==> config.mk <==
export PLATFORM = sky130hd
export DESIGN_NAME = cmpctl_regs
export DESIGN_NICKNAME = d
export VERILOG_FILES = /design/src/pkg/cmpctl_pkg.sv /design/src/core/cmpctl_regs.sv
export VERILOG_INCLUDE_DIRS = /design/src /design/src/pkg
export SDC_FILE = /design/constraint.sdc
export NUM_CORES = 1
export LEC_CHECK = 0
export BUFFER_PORTS_ARGS = -buffer_cell sky130_fd_sc_hd__buf_2
export CAP_MARGIN = 20
export CORE_MARGIN = 2
export CORE_UTILIZATION = 43
export DETAILED_ROUTE_END_ITERATION = 8
export GPL_TIMING_DRIVEN = 0
export PLACE_DENSITY_LB_ADDON = 0.1
export SLEW_MARGIN = 40
export SYNTH_ARGS = -nofsm -noshare
export SYNTH_HDL_FRONTEND = slang
export SYNTH_SLANG_ARGS = --single-unit
==> constraint.sdc <==
create_clock -name clock -period 1.2 [get_ports clock]
set_input_delay 0.06 -clock clock [delete_from_list [all_inputs] [get_ports clock]]
set_output_delay 0.06 -clock clock [all_outputs]
set_load 0.01 [all_outputs]
==> src/pkg/cmpctl_params.svh <==
// Constants for the comparator control register bank.
// Assumes inclusion by the package and the core; definitions only.
`ifndef CMPCTL_PARAMS_SVH
`define CMPCTL_PARAMS_SVH

`define CMPCTL_ADDR_CMP0_CTRL 8'h9A
`define CMPCTL_ADDR_CMP0_MODE 8'h9B
`define CMPCTL_ADDR_CMP1_CTRL 8'h9D
`define CMPCTL_PAGE           8'h00

`define CMPCTL_BIT_ON        7
`define CMPCTL_BIT_LEVEL     6
`define CMPCTL_BIT_RISE      5
`define CMPCTL_BIT_FALL      4
`define CMPCTL_POS_HI        3
`define CMPCTL_POS_LO        2
`define CMPCTL_NEG_HI        1
`define CMPCTL_NEG_LO        0
`define CMPCTL_BIT_RISE_IE   5
`define CMPCTL_BIT_FALL_IE   4
`define CMPCTL_MODE_HI       1
`define CMPCTL_MODE_LO       0

`define CMPCTL_CTRL_RST      8'h00
`define CMPCTL_SPEED_RST     2'h2
`define CMPCTL_ZERO8         8'h00

`endif

==> src/pkg/cmpctl_pkg.sv <==
// Types for the comparator control register bank.
// Assumes the params header sits beside it.
`include "cmpctl_params.svh"

package cmpctl_pkg;

    typedef struct packed {
        logic       on;
        logic       rise_flag;
        logic       fall_flag;
        logic [1:0] pos_hyst;
        logic [1:0] neg_hyst;
    } cmpctl_ctrl_t;

    typedef struct packed {
        logic       rise_irq_en;
        logic       fall_irq_en;
        logic [1:0] speed_sel;
    } cmpctl_mode_t;

    typedef struct packed {
        logic       wr;
        logic       rd;
        logic [7:0] addr;
        logic [7:0] page;
        logic [7:0] wdata;
    } cmpctl_sfr_t;

endpackage

==> src/core/cmpctl_regs.sv <==
// Comparator control and status registers on the special-function bus.
// Assumes raw comparator levels arrive asynchronously from analog cores.
//
// What this block does
// - Bit 7 of each control register enables its comparator; resets to 0.
// - Bit 6 reads the current comparator output; read-only.
// - Bit 5 sets on a rising output edge and holds until cleared.
// - Bit 4 sets on a falling output edge and holds until cleared.
// - Comparator 0 positive hysteresis is the field at bits 3:2.
// - Comparator 0 negative hysteresis is the field at bits 1:0.
// - Comparator 1 has the same two hysteresis fields.
// - Comparator 0 mode field picks one of four speed settings.
// - Mode bit 5 enables the rising-edge interrupt.
// - Mode bit 4 enables the falling-edge interrupt.
// - Mode bits 7:6 and 3:2 read zero and ignore writes.
// - Registers decode at 0x9A, 0x9B and 0x9D on page 0x00.
// - Interrupt raised on either comparator 0 edge flag, each gated by its enable; comparator 1 raises none.
// - A disabled comparator drives its pin output low.
`timescale 1ns/1ps
`default_nettype none
`include "cmpctl_params.svh"

module cmpctl_regs
    import cmpctl_pkg::*;
(
    // Clock and reset
    input  wire logic         clock,
    input  wire logic         rst,
    input  wire logic         clk_en,
    // Special-function bus
    input  wire cmpctl_sfr_t  sfr,
    output var  logic [7:0]   sfr_rdata,
    output var  logic         sfr_hit,
    // Analog comparator side
    input  wire logic [1:0]   cmp_raw,
    output var  logic [1:0]   cmp_power_on,
    output var  logic [1:0]   cmp_pin_out,
    output var  logic [3:0]   cmp0_hyst_sel,
    output var  logic [3:0]   cmp1_hyst_sel,
    output var  logic [1:0]   cmp0_speed_sel,
    // Interrupt request
    output var  logic         cmp0_irq
);

    ////////////////////////////////////////////////////////////////////////
    // Decode
    wire logic page_ok = (sfr.page == `CMPCTL_PAGE);
    wire logic sel_c0  = page_ok && (sfr.addr == `CMPCTL_ADDR_CMP0_CTRL);
    wire logic sel_md  = page_ok && (sfr.addr == `CMPCTL_ADDR_CMP0_MODE);
    wire logic sel_c1  = page_ok && (sfr.addr == `CMPCTL_ADDR_CMP1_CTRL);
    wire logic wr_c0   = sfr.wr && sel_c0;
    wire logic wr_md   = sfr.wr && sel_md;
    wire logic wr_c1   = sfr.wr && sel_c1;

    ////////////////////////////////////////////////////////////////////////
    // Synchronisers and edge detect
    logic [1:0] sync1_q;
    logic [1:0] level_q;
    logic [1:0] level_prev_q;

    always_ff @(posedge clock or posedge rst) begin
        if (rst) begin
            sync1_q      <= 2'h0;
            level_q      <= 2'h0;
            level_prev_q <= 2'h0;
        end else if (clk_en) begin
            sync1_q      <= cmp_raw;
            level_q      <= sync1_q;
            level_prev_q <= level_q;
        end
    end

    wire logic [1:0] rise_ev = level_q & ~level_prev_q;
    wire logic [1:0] fall_ev = ~level_q & level_prev_q;

    ////////////////////////////////////////////////////////////////////////
    // Registers
    cmpctl_ctrl_t c0_q, c0_d, c1_q, c1_d;
    cmpctl_mode_t md_q, md_d;

    function automatic cmpctl_ctrl_t ctrl_next(input cmpctl_ctrl_t cur,
                                               input logic wr,
                                               input logic [7:0] d,
                                               input logic rise,
                                               input logic fall);
        cmpctl_ctrl_t n;
        n = cur;
        if (wr) begin
            n.on        = d[`CMPCTL_BIT_ON];
            n.rise_flag = d[`CMPCTL_BIT_RISE];
            n.fall_flag = d[`CMPCTL_BIT_FALL];
            n.pos_hyst  = d[`CMPCTL_POS_HI:`CMPCTL_POS_LO];
            n.neg_hyst  = d[`CMPCTL_NEG_HI:`CMPCTL_NEG_LO];
        end
        // Hardware set wins over a same-cycle clear; a write of 0 is the only clear
        if (rise) n.rise_flag = 1'b1;
        if (fall) n.fall_flag = 1'b1;
        return n;
    endfunction

    function automatic logic [7:0] ctrl_read(input cmpctl_ctrl_t c,
                                             input logic lvl);
        return {c.on, lvl, c.rise_flag, c.fall_flag,
                c.pos_hyst, c.neg_hyst};
    endfunction

    assign c0_d = ctrl_next(c0_q, wr_c0, sfr.wdata, rise_ev[0], fall_ev[0]);
    assign c1_d = ctrl_next(c1_q, wr_c1, sfr.wdata, rise_ev[1], fall_ev[1]);
    assign md_d = wr_md ? {sfr.wdata[`CMPCTL_BIT_RISE_IE],
                           sfr.wdata[`CMPCTL_BIT_FALL_IE],
                           sfr.wdata[`CMPCTL_MODE_HI:`CMPCTL_MODE_LO]}
                        : md_q;

    always_ff @(posedge clock or posedge rst) begin
        if (rst) begin
            c0_q <= cmpctl_ctrl_t'(`CMPCTL_CTRL_RST);
            c1_q <= cmpctl_ctrl_t'(`CMPCTL_CTRL_RST);
            md_q <= '{1'b0, 1'b0, `CMPCTL_SPEED_RST};
        end else if (clk_en) begin
            c0_q <= c0_d;
            c1_q <= c1_d;
            md_q <= md_d;
        end
    end

    ////////////////////////////////////////////////////////////////////////
    // Read mux and outputs
    wire logic [7:0] md_rd = {2'h0, md_q.rise_irq_en, md_q.fall_irq_en,
                              2'h0, md_q.speed_sel};
    wire logic [7:0] rd_d  = sel_c0 ? ctrl_read(c0_q, level_q[0]) :
                             sel_md ? md_rd :
                             sel_c1 ? ctrl_read(c1_q, level_q[1]) :
                             `CMPCTL_ZERO8;
    wire logic hit_d = sfr.rd && (sel_c0 || sel_md || sel_c1);
    wire logic irq_d = (md_q.rise_irq_en && c0_q.rise_flag) ||
                       (md_q.fall_irq_en && c0_q.fall_flag);
    wire logic [1:0] on_d  = {c1_q.on, c0_q.on};
    wire logic [1:0] pin_d = level_q & on_d;

    always_ff @(posedge clock or posedge rst) begin
        if (rst) begin
            sfr_rdata      <= 8'h00;
            sfr_hit        <= 1'b0;
            cmp_power_on   <= 2'h0;
            cmp_pin_out    <= 2'h0;
            cmp0_hyst_sel  <= 4'h0;
            cmp1_hyst_sel  <= 4'h0;
            cmp0_speed_sel <= `CMPCTL_SPEED_RST;
            cmp0_irq       <= 1'b0;
        end else if (clk_en) begin
            sfr_rdata      <= sfr.rd ? rd_d : `CMPCTL_ZERO8;
            sfr_hit        <= hit_d;
            cmp_power_on   <= on_d;
            cmp_pin_out    <= pin_d;
            cmp0_hyst_sel  <= {c0_q.pos_hyst, c0_q.neg_hyst};
            cmp1_hyst_sel  <= {c1_q.pos_hyst, c1_q.neg_hyst};
            cmp0_speed_sel <= md_q.speed_sel;
            cmp0_irq       <= irq_d;
        end
    end

    ////////////////////////////////////////////////////////////////////////
    // Checks
    AST_RISE_SETS: assert property (@(posedge clock) disable iff (rst)
        clk_en && rise_ev[0] |=> c0_q.rise_flag)
        else $error("rise flag not set");
    AST_FALL_SETS: assert property (@(posedge clock) disable iff (rst)
        clk_en && fall_ev[1] |=> c1_q.fall_flag)
        else $error("fall flag not set");
    AST_FLAG_HOLD: assert property (@(posedge clock) disable iff (rst)
        clk_en && c0_q.rise_flag && !wr_c0 |=> c0_q.rise_flag)
        else $error("flag dropped without write");
    AST_ON_WRITE: assert property (@(posedge clock) disable iff (rst)
        clk_en && wr_c1 ##1 clk_en |=>
        cmp_power_on[1] == $past(sfr.wdata[`CMPCTL_BIT_ON], 2))
        else $error("enable not written");
    AST_LEVEL_RD: assert property (@(posedge clock) disable iff (rst)
        clk_en && sfr.rd && sel_c0 |=>
        sfr_rdata[`CMPCTL_BIT_LEVEL] == $past(level_q[0]))
        else $error("level readback wrong");
    AST_MODE_ZERO: assert property (@(posedge clock) disable iff (rst)
        clk_en && sfr.rd && sel_md |=> (sfr_rdata & 8'hCC) == 8'h00)
        else $error("mode unused bits nonzero");
    AST_PIN_LOW: assert property (@(posedge clock) disable iff (rst)
        clk_en && !c0_q.on |=> !cmp_pin_out[0])
        else $error("pin active while off");
    AST_IRQ_GATE: assert property (@(posedge clock) disable iff (rst)
        clk_en && !md_q.rise_irq_en && !md_q.fall_irq_en |=> !cmp0_irq)
        else $error("irq without enable");
    AST_BAD_PAGE: assert property (@(posedge clock) disable iff (rst)
        clk_en && sfr.rd && !page_ok |=> !sfr_hit)
        else $error("hit on wrong page");
    AST_RISE_C1: assert property (@(posedge clock) disable iff (rst)
        clk_en && rise_ev[1] |=> c1_q.rise_flag)
        else $error("comparator 1 rise flag not set");
    AST_FALL_C0: assert property (@(posedge clock) disable iff (rst)
        clk_en && fall_ev[0] |=> c0_q.fall_flag)
        else $error("comparator 0 fall flag not set");
    AST_IRQ_RISE: assert property (@(posedge clock) disable iff (rst)
        clk_en && md_q.rise_irq_en && c0_q.rise_flag |=> cmp0_irq)
        else $error("rise interrupt not raised");
    AST_IRQ_FALL: assert property (@(posedge clock) disable iff (rst)
        clk_en && md_q.fall_irq_en && c0_q.fall_flag |=> cmp0_irq)
        else $error("fall interrupt not raised");
    AST_SPEED_OUT: assert property (@(posedge clock) disable iff (rst)
        clk_en && wr_md ##1 clk_en |=>
        cmp0_speed_sel == $past(sfr.wdata[`CMPCTL_MODE_HI:`CMPCTL_MODE_LO], 2))
        else $error("speed select not driven");
    AST_HYST_OUT: assert property (@(posedge clock) disable iff (rst)
        clk_en && wr_c0 ##1 clk_en |=>
        cmp0_hyst_sel == $past(sfr.wdata[`CMPCTL_POS_HI:`CMPCTL_NEG_LO], 2))
        else $error("hysteresis select not driven");
    AST_FREEZE: assert property (@(posedge clock) disable iff (rst)
        !clk_en |=> $stable(c0_q) && $stable(c1_q) && $stable(md_q) &&
                    $stable(sfr_rdata) && $stable(cmp0_irq))
        else $error("state moved while clock enable low");

    COV_RISE: cover property (@(posedge clock) rise_ev[0] ##1 c0_q.rise_flag);
    COV_IRQ:  cover property (@(posedge clock) cmp0_irq);
    COV_CLR:  cover property (@(posedge clock) c1_q.fall_flag ##1 !c1_q.fall_flag);
    COV_FREEZE: cover property (@(posedge clock) !clk_en ##1 clk_en);
    COV_FALL: cover property (@(posedge clock) fall_ev[0] ##1 c0_q.fall_flag);

endmodule // cmpctl_regs

`default_nettype wire

# Word-level counts from Yosys, hierarchy flattened
# Index checks and enable logic that the tools add are counted.
[totals] register_bits=48 input_bits=31 output_inout_bits=24 elab_cells=66
[op_classes] eq_ne=3 n_mux=10 bitwise_logic=5 n_reduce_logical=24
[op_table] operator="$mux W8" count=4
[op_table] operator="$eq A8 B8 Y1 const B" count=3
[op_table] operator="$reduce_and A2 Y1" count=7
[op_table] operator="$mux W6" count=2
[op_table] operator="$logic_and A1 B1 Y1" count=9
[op_table] operator="$logic_not A8 Y1" count=1
[op_table] operator="$reduce_bool A2 Y1" count=4
[op_table] operator="$and A2 B2 Y2" count=3
[op_table] operator="$mux W1" count=4
[op_table] operator="$not A2 Y2" count=2
[op_table] operator="$logic_or A1 B1 Y1" count=3

# Logic depth before layout (Yosys ltp)
# Gate-level depths: netlist of run 1.
[logic_depth] word_depth=6 mapped_depth=6 mapped_depth_nobuf=4

# Worst setup path after synthesis of run 1
# OpenSTA, ideal clock, no wires.
[synth_path] path_type="input port to flip-flop" startpoint="input port sfr[9] in the netlist's numbering" endpoint="register c0_q[0] in the netlist's numbering" setup_ns=0.125 arrival_time_ns=1.306 required_ns=1.075 path_slack_ns=-0.231 path_stages=5 n_path_buf=1 cell_sequence="nor4_2 > and3_1 > and3_1 > buf_4 > mux2_2"
[synth_between] elab_chain_len=4
[synth_lines] item="start: declaration" line_no="cmpctl_regs.sv:31" text="input wire cmpctl_sfr_t sfr,"
[synth_lines] item="$logic_not A8 Y1 (no source line)"
[synth_lines] item="$logic_and A1 B1 Y1" line_no="cmpctl_regs.sv:48" text="wire logic sel_c0 = page_ok && (sfr.addr == `CMPCTL_ADDR_CMP0_CTRL);"
[synth_lines] item="$logic_and A1 B1 Y1" line_no="cmpctl_regs.sv:51" text="wire logic wr_c0 = sfr.wr && sel_c0;"
[synth_lines] item="$reduce_and A2 Y1 (no source line)"
[synth_lines] item="end signal: assignment" line_no="cmpctl_regs.sv:116" text="c0_q <= cmpctl_ctrl_t'(`CMPCTL_CTRL_RST);"
[synth_lines] item="end: declaration" line_no="cmpctl_regs.sv:78" text="cmpctl_ctrl_t c0_q, c0_d, c1_q, c1_d;"
# Every way passes these cells.
# A chain may end at the register's enable or synchronous reset.

# Final worst setup path of run 1
[layout_path] startpoint="input port sfr[8] in the netlist's numbering" endpoint="register c1_q[3] in the netlist's numbering"
[layout_between] elab_chain_len=4
[layout_lines] item="$logic_not A8 Y1 (no source line)"
[layout_lines] item="$logic_and A1 B1 Y1" line_no="cmpctl_regs.sv:50" text="wire logic sel_c1 = page_ok && (sfr.addr == `CMPCTL_ADDR_CMP1_CTRL);"
[layout_lines] item="$logic_and A1 B1 Y1" line_no="cmpctl_regs.sv:53" text="wire logic wr_c1 = sfr.wr && sel_c1;"
[layout_lines] item="$reduce_and A2 Y1 (no source line)"
[layout_lines] item="end signal: assignment" line_no="cmpctl_regs.sv:117" text="c1_q <= cmpctl_ctrl_t'(`CMPCTL_CTRL_RST);"
[layout_lines] item="end: declaration" line_no="cmpctl_regs.sv:78"
# Every way passes these cells.

==> impl_metrics.toml, run 1 <==
[run_status]
outcome = "complete, but fails checks"
violations = "negative setup slack"

[detailed_routing]
wl_per_cell_microns = 16.7
vias = 1694
drc_errors = 0
dr.first_iter.drc_count = 73
antenna_left = 0
first_pass_iters = 4
viasPerCell = 5.38
drt_wl_total_microns = 5250

[worst_setup_path]
startpoint_type = "input port"
cp.arrival_ns = 1.48
path_max_fanout = 4
path_class = "in -> reg"
crit_required_ns = 1.39
cp-end-kind = "flip-flop"

[final_layout]
layout_common_cells = "buf_2, dfrtp_1, mux2_2, mux2_4, buf_4"
synthToLayoutAreaGrowth_pct = 38.2
antenna_cells = 0
seq_area_sq_um = 1200
finalNetCount = 278
mostFrequentLayoutCell = "buf_2"
drive_gt1_share_pct = 52.0
multi_input_area_sq_um = 1020
fillerInstances = 392

[power_and_ir_drop]
p_leak_nw = 1.46
p_switching_mw = 0.694
clkPwrFrac_pct = 36.6
p_int_mw = 2.41
p_comb_share_pct = 9.4
netSwitchingFraction_pct = 22.4
pwr-share-seq_pct = 54.1
peakVddDrop_v = 0.000921
power_density_nw_per_um2 = 1040

[yosys]
synth_seq_cells = 48
yosys_warnings = 0
syn_nets = 198
ys.flop_type = "dfrtp_1"
synth_area_per_cell_sq_um = 13.0
synth_area_sq_um = 2160
yosysTopAreaCell = "dfrtp_1"
yosysSeqAreaShare_pct = 55.6
synth_top_cell_area_share_pct = 53.2
syn_inst = 167
async_flop_share_pct = 100
synth.area.top_cells = "dfrtp_1, mux2_2, dfstp_2"
synth_edf_count = 0
synth_cell_types = 37

[floorplanning]
coreArea_sq_um = 4790
io_pins = 55
die_h_microns = 74.9
start_util_pct = 45.2
die_area_sq_um = 5610
die_w_microns = 74.9
rows = 25

[run]
max_cap_viol_count = 0

[clocking]
cts_buffer_depth = 2
root_buffer = "clkbuf_8"
clkTransAtPathRegs_ns = 0.08
cts_tree = "built"
clk_latency_ns = 0.30
htreeDepth = 2
cts.sinks = 48
cts_buffers = 5

[placement]
detailed_place_hpwl_microns = 3590
finalWeightedCongestion = 0.827
portBuffers = 53
post-place-ws_ns = -0.515

[sta]
rsz0062_at_grt = "true"
slew_headroom_pct = 56.3
skew_ns = 0.00310
setup_violations = 14
period_needed_ns = 1.29
setup_slack_ns = -0.0914
fin_setup_tns_ns = -0.642
hold_viol_final = 0
timing.fmax_mhz = 774
period_share_pct = 108
slew_viol_final = 0
tightestPinTransition_ns = 0.655

[global_route]
grt_start_max_net_pins = 20
grt-ovfl-total = 0
grt.total_usage_pct = 20.0
grt_pass1_vias = 1681
antenna_found_initial = 0
grt_pass1_wl_microns = 8170

[hold_path]
worstHoldPathType = "in -> reg"
==> kinds of logic (layout without fill, tap and decap cells) <==
| family | count (synthesis) | count (layout) | synth area share [%] |
|---|---|---|---|
| AND/OR/NAND/NOR | 44 | 44 | 15.6 |
| AO/OA/AOI/OAI | 28 | 28 | 9.66 |
| multiplexers | 31 | 31 | 16.1 |
| flip-flops | 48 | 48 | 55.6 |
| buffers and inverters | 16 | 97 | 3.01 |
==> state kept, by name (all words and copies together), names as in the netlist <==
| signal | flops |
|---|---|
| level_q | 2 |
| cmp0_hyst_sel | 4 |
| sfr_hit | 1 |
| cmp0_irq | 1 |
| cmp0_speed_sel | 2 |
| c0_q | 7 |
| sync1_q | 2 |
| cmp1_hyst_sel | 4 |
| cmp_pin_out | 2 |
| cmp_power_on | 2 |
| level_prev_q | 2 |
| sfr_rdata | 8 |
| md_q | 4 |
| c1_q | 7 |
==> through the flow <==
stage / std cells / total power [mW] / hold WS (ns) / utilization, % / area [sq um]
finish: 315 / 3.10 / 0.0105 / 62.5 / 2990
global route: 315 / 3.24 / 0.00894 / 62.5 / 2990
CTS: 313 / 3.11 / 0.00354 / 61.5 / 2940
floorplan: 167 / 1.83 / 0.0889 / - / 2180
global placement: 287 / 1.93 / 0.293 / 52.8 / 2520
detailed placement: 289 / 1.96 / 0.0405 / 53.9 / 2580
==> final cells by class <==
cell class / count / share of cell area, %
Timing Repair Buffer: 74 / 17.1
Multi-Input combinational cell: 103 / 34.1
Sequential cell: 48 / 40.3
Tap cell: 67 / 2.80
Inverter: 10 / 1.38
Clock buffer: 6 / 2.43
Buffer: 5 / 0.712
Clock inverter: 2 / 1.17
==> per-layer routing <==
metal	vias to the layer above	track usage [%]	part of all wire, %
met3	13	5.09	5.7
li1	772	-	-
met5	-	0	0
met2	59	32.3	49
met4	0	7.54	2.3
met1	850	26.2	43
==> critical path, cell delays in order <==
cell	delay, ns
buf_6	0.09
nor4_4	0.42
nand3_4	0.17
nor3_4	0.27
buf_6	0.16
mux2_4	0.30
==> power groups by stage <==
| stage | logic, mW | registers, mW | clock network, mW |
|---|---|---|---|
| after floorplan | 0.130 | 1.70 | 0 |
| after global placement | 0.226 | 1.71 | 0 |
| after detailed placement | 0.254 | 1.71 | 0 |
| after CTS | 0.281 | 1.68 | 1.16 |
| after global routing | 0.319 | 1.68 | 1.24 |
| final | 0.291 | 1.68 | 1.13 |
==> cell usage after synthesis, types with 2 or more instances <==
master,number
a221o_1,4
a22oi_1,5
and3_1,2
and3b_1,2
buf_1,2
clkbuf_1,2
dfrtp_1,46
dfstp_2,2
inv_1,10
mux2_2,31
nand2_1,3
nand2b_1,4
nand3_1,7
nand3b_1,3
nand4_1,2
nor2_1,4
nor2b_1,5
nor3_4,2
o21a_1,4
o21ai_0,6
o32ai_1,5
==> path summary, 6_finish.rpt <==
check                                 start                to  slack (ns)  cells after the start
setup / recovery                     sfr[8]           c1_q[3]       -0.09                      6
hold / removal                       sfr[7]           c1_q[6]        0.01                      2
setup reg to reg                    md_q[1]      sfr_rdata[1]        0.04                      4
hold reg to reg            cmp1_hyst_sel[3]  cmp1_hyst_sel[3]        0.50                      1
max in group asynchronous               rst           c0_q[6]        0.39                      5
min in group asynchronous               rst           md_q[2]        0.26                      3
==> timing repair <==
action                     CTS  global route
setup endpoints to repair   22            20
buffers inserted            12             2
pin swaps                    6             6
hold endpoints to repair    33             1
gates resized for setup     29             5
cloned                       0             0
hold buffers                 4             1
Power figures use the tool's default switching activity.
==> inputs of run 2 (changes only) <==
PLACE_DENSITY = 0.75   (was unset)
PLACE_DENSITY_LB_ADDON = unset   (was 0.1)
==> impl_metrics.toml, run 2 (synthesis results as in run 1) <==
[run_status]
outcome = "complete, but fails checks"
violations = "negative setup slack"

[placement]
dpl_cell_area_sq_um = 2580
detailed_place_hpwl_microns = 3420
dpl.cell_count = 289
finalWeightedCongestion = 0.764
portBuffers = 53

[clocking]
cts_buffers = 5
root_buffer = "clkbuf_8"
htreeDepth = 2
cts_buffer_depth = 2
cts.sinks = 48
cts_tree = "built"
clk_latency_ns = 0.31
clkTransAtPathRegs_ns = 0.08

[sta]
skew_ns = 0.00364
timing.fmax_mhz = 805
setup_violations = 10
slew_headroom_pct = 57.6
tightestPinTransition_ns = 0.636
setup_slack_ns = -0.0427
hold_viol_final = 0
period_share_pct = 104
fin_setup_tns_ns = -0.253
slew_viol_final = 0
period_needed_ns = 1.24
rsz0062_at_grt = "true"

[global_route]
busiest_layer = "met2"
grt_pass1_wl_microns = 8170
grt_start_max_net_pins = 18
gr-usage-met3_pct = 5.35
antenna_found_initial = 0
grt_pass1_vias = 1704
grt_util_met2_pct = 32.6
grt-ovfl-total = 0
grt.met1_usage_pct = 24.7
grt.total_usage_pct = 19.8

[final_layout]
drive_gt1_share_pct = 52.7
seq_area_sq_um = 1200
synthToLayoutAreaGrowth_pct = 34.8
mostFrequentLayoutCell = "buf_2"
reg_top3 = "sfr_rdata: 8 flops, c0_q: 7 flops, c1_q: 7 flops"
layout_common_cells = "buf_2, dfrtp_1, mux2_2, buf_4, inv_1"
antenna_cells = 0
fin_cells = 312
fillerInstances = 373
final_area_sq_um = 2920
finalNetCount = 275
multi_input_area_sq_um = 995
largest_register_ffs = 8
top_register = "sfr_rdata"

[detailed_routing]
antenna_left = 0
drt_wl_total_microns = 5080
first_pass_iters = 4
wl_per_cell_microns = 16.3
viasPerCell = 5.29
vias = 1650
dr.first_iter.drc_count = 106
drc_errors = 0

[worst_setup_path]
cp.arrival_ns = 1.44
cp-end-kind = "flip-flop"
r2r-start = "md_q[1]"
path_class = "in -> reg"
r2r_end = "sfr_rdata[1]"
r2r_cells = 4
crit_required_ns = 1.40
r2r_slack_ns = 0.01
startpoint_type = "input port"
path_max_fanout = 5
crit_end = "c0_q[0]"
crit_path_start = "sfr[15]"

[floorplanning]
start_util_pct = 45.2
die_area_sq_um = 5610
rows = 25
io_pins = 55
die_w_microns = 74.9
die_h_microns = 74.9
coreArea_sq_um = 4790

[power_and_ir_drop]
p_comb_share_pct = 10.2
p_int_mw = 2.20
power_density_nw_per_um2 = 995
peakVddDrop_v = 0.000692
netSwitchingFraction_pct = 24.1
p_switching_mw = 0.698
clkPwrFrac_pct = 32.0
pwr-share-seq_pct = 57.8
p_leak_nw = 1.42

[hold_path]
worstHoldPathType = "in -> reg"

[run]
max_cap_viol_count = 0
run 2: final cells by class:
type                            instances  area share, %
Clock inverter                          1          0.172
Tap cell                               67           2.87
Timing Repair Buffer                   71           16.8
Buffer                                  5          0.729
Sequential cell                        48           41.3
Multi-Input combinational cell        103           34.1
Clock buffer                            7           2.62
Inverter                               10           1.42
run 2: worst min path at each step:
stage / startpoint / endpoint / cells past startpoint
global placement: cmp_raw[1] / sync1_q[1] / 2
finish: sfr[7] / c0_q[6] / 2
detailed placement: rst / sync1_q[1] / 2
floorplan: rst / c0_q[0] / 1
CTS: sfr[7] / c0_q[6] / 2
global route: sfr[7] / c0_q[6] / 2
run 2: repair_timing:
action,in CTS,in global routing
resized for setup,15,10
hold endpoints to repair,21,0
hold buffers,5,0
setup buffers,7,4
setup endpoints to repair,22,22
pin swaps,7,4
run 2: metal layers:
layer  wire length (microns)  up-vias
met4                      82        0
met1                    2110      826
met2                    2610       46
li1                        -      769
met3                     278        9
met5                       0        -
run 2: through the flow:
step                      power (mW)  hold WS [ns]  utilization, %  setup slack (ns)
after CTS                       2.90       0.00223            59.4           -0.0532
after global routing            3.03       0.00399            60.9           -0.0697
after detailed placement        1.96        0.0804            53.9            -0.493
after global placement          1.93         0.293            52.8            -0.464
after floorplan                 1.83        0.0889               -            -0.159
final                           2.90       0.00677            60.9           -0.0427
run 2: worst max-delay path, cell delays in order:
cell,delay (ns)
buf_6,0.10
nor4b_4,0.34
buf_4,0.18
and3_4,0.18
and3_4,0.27
mux2_4,0.32
run 2: power by group through the flow:
| stage | registers (mW) | clock network [mW] | logic (mW) |
|---|---|---|---|
| global route | 1.68 | 1.02 | 0.322 |
| global placement | 1.71 | 0 | 0.224 |
| detailed placement | 1.71 | 0 | 0.253 |
| CTS | 1.68 | 0.949 | 0.277 |
| floorplan | 1.70 | 0 | 0.130 |
| finish | 1.68 | 0.928 | 0.295 |
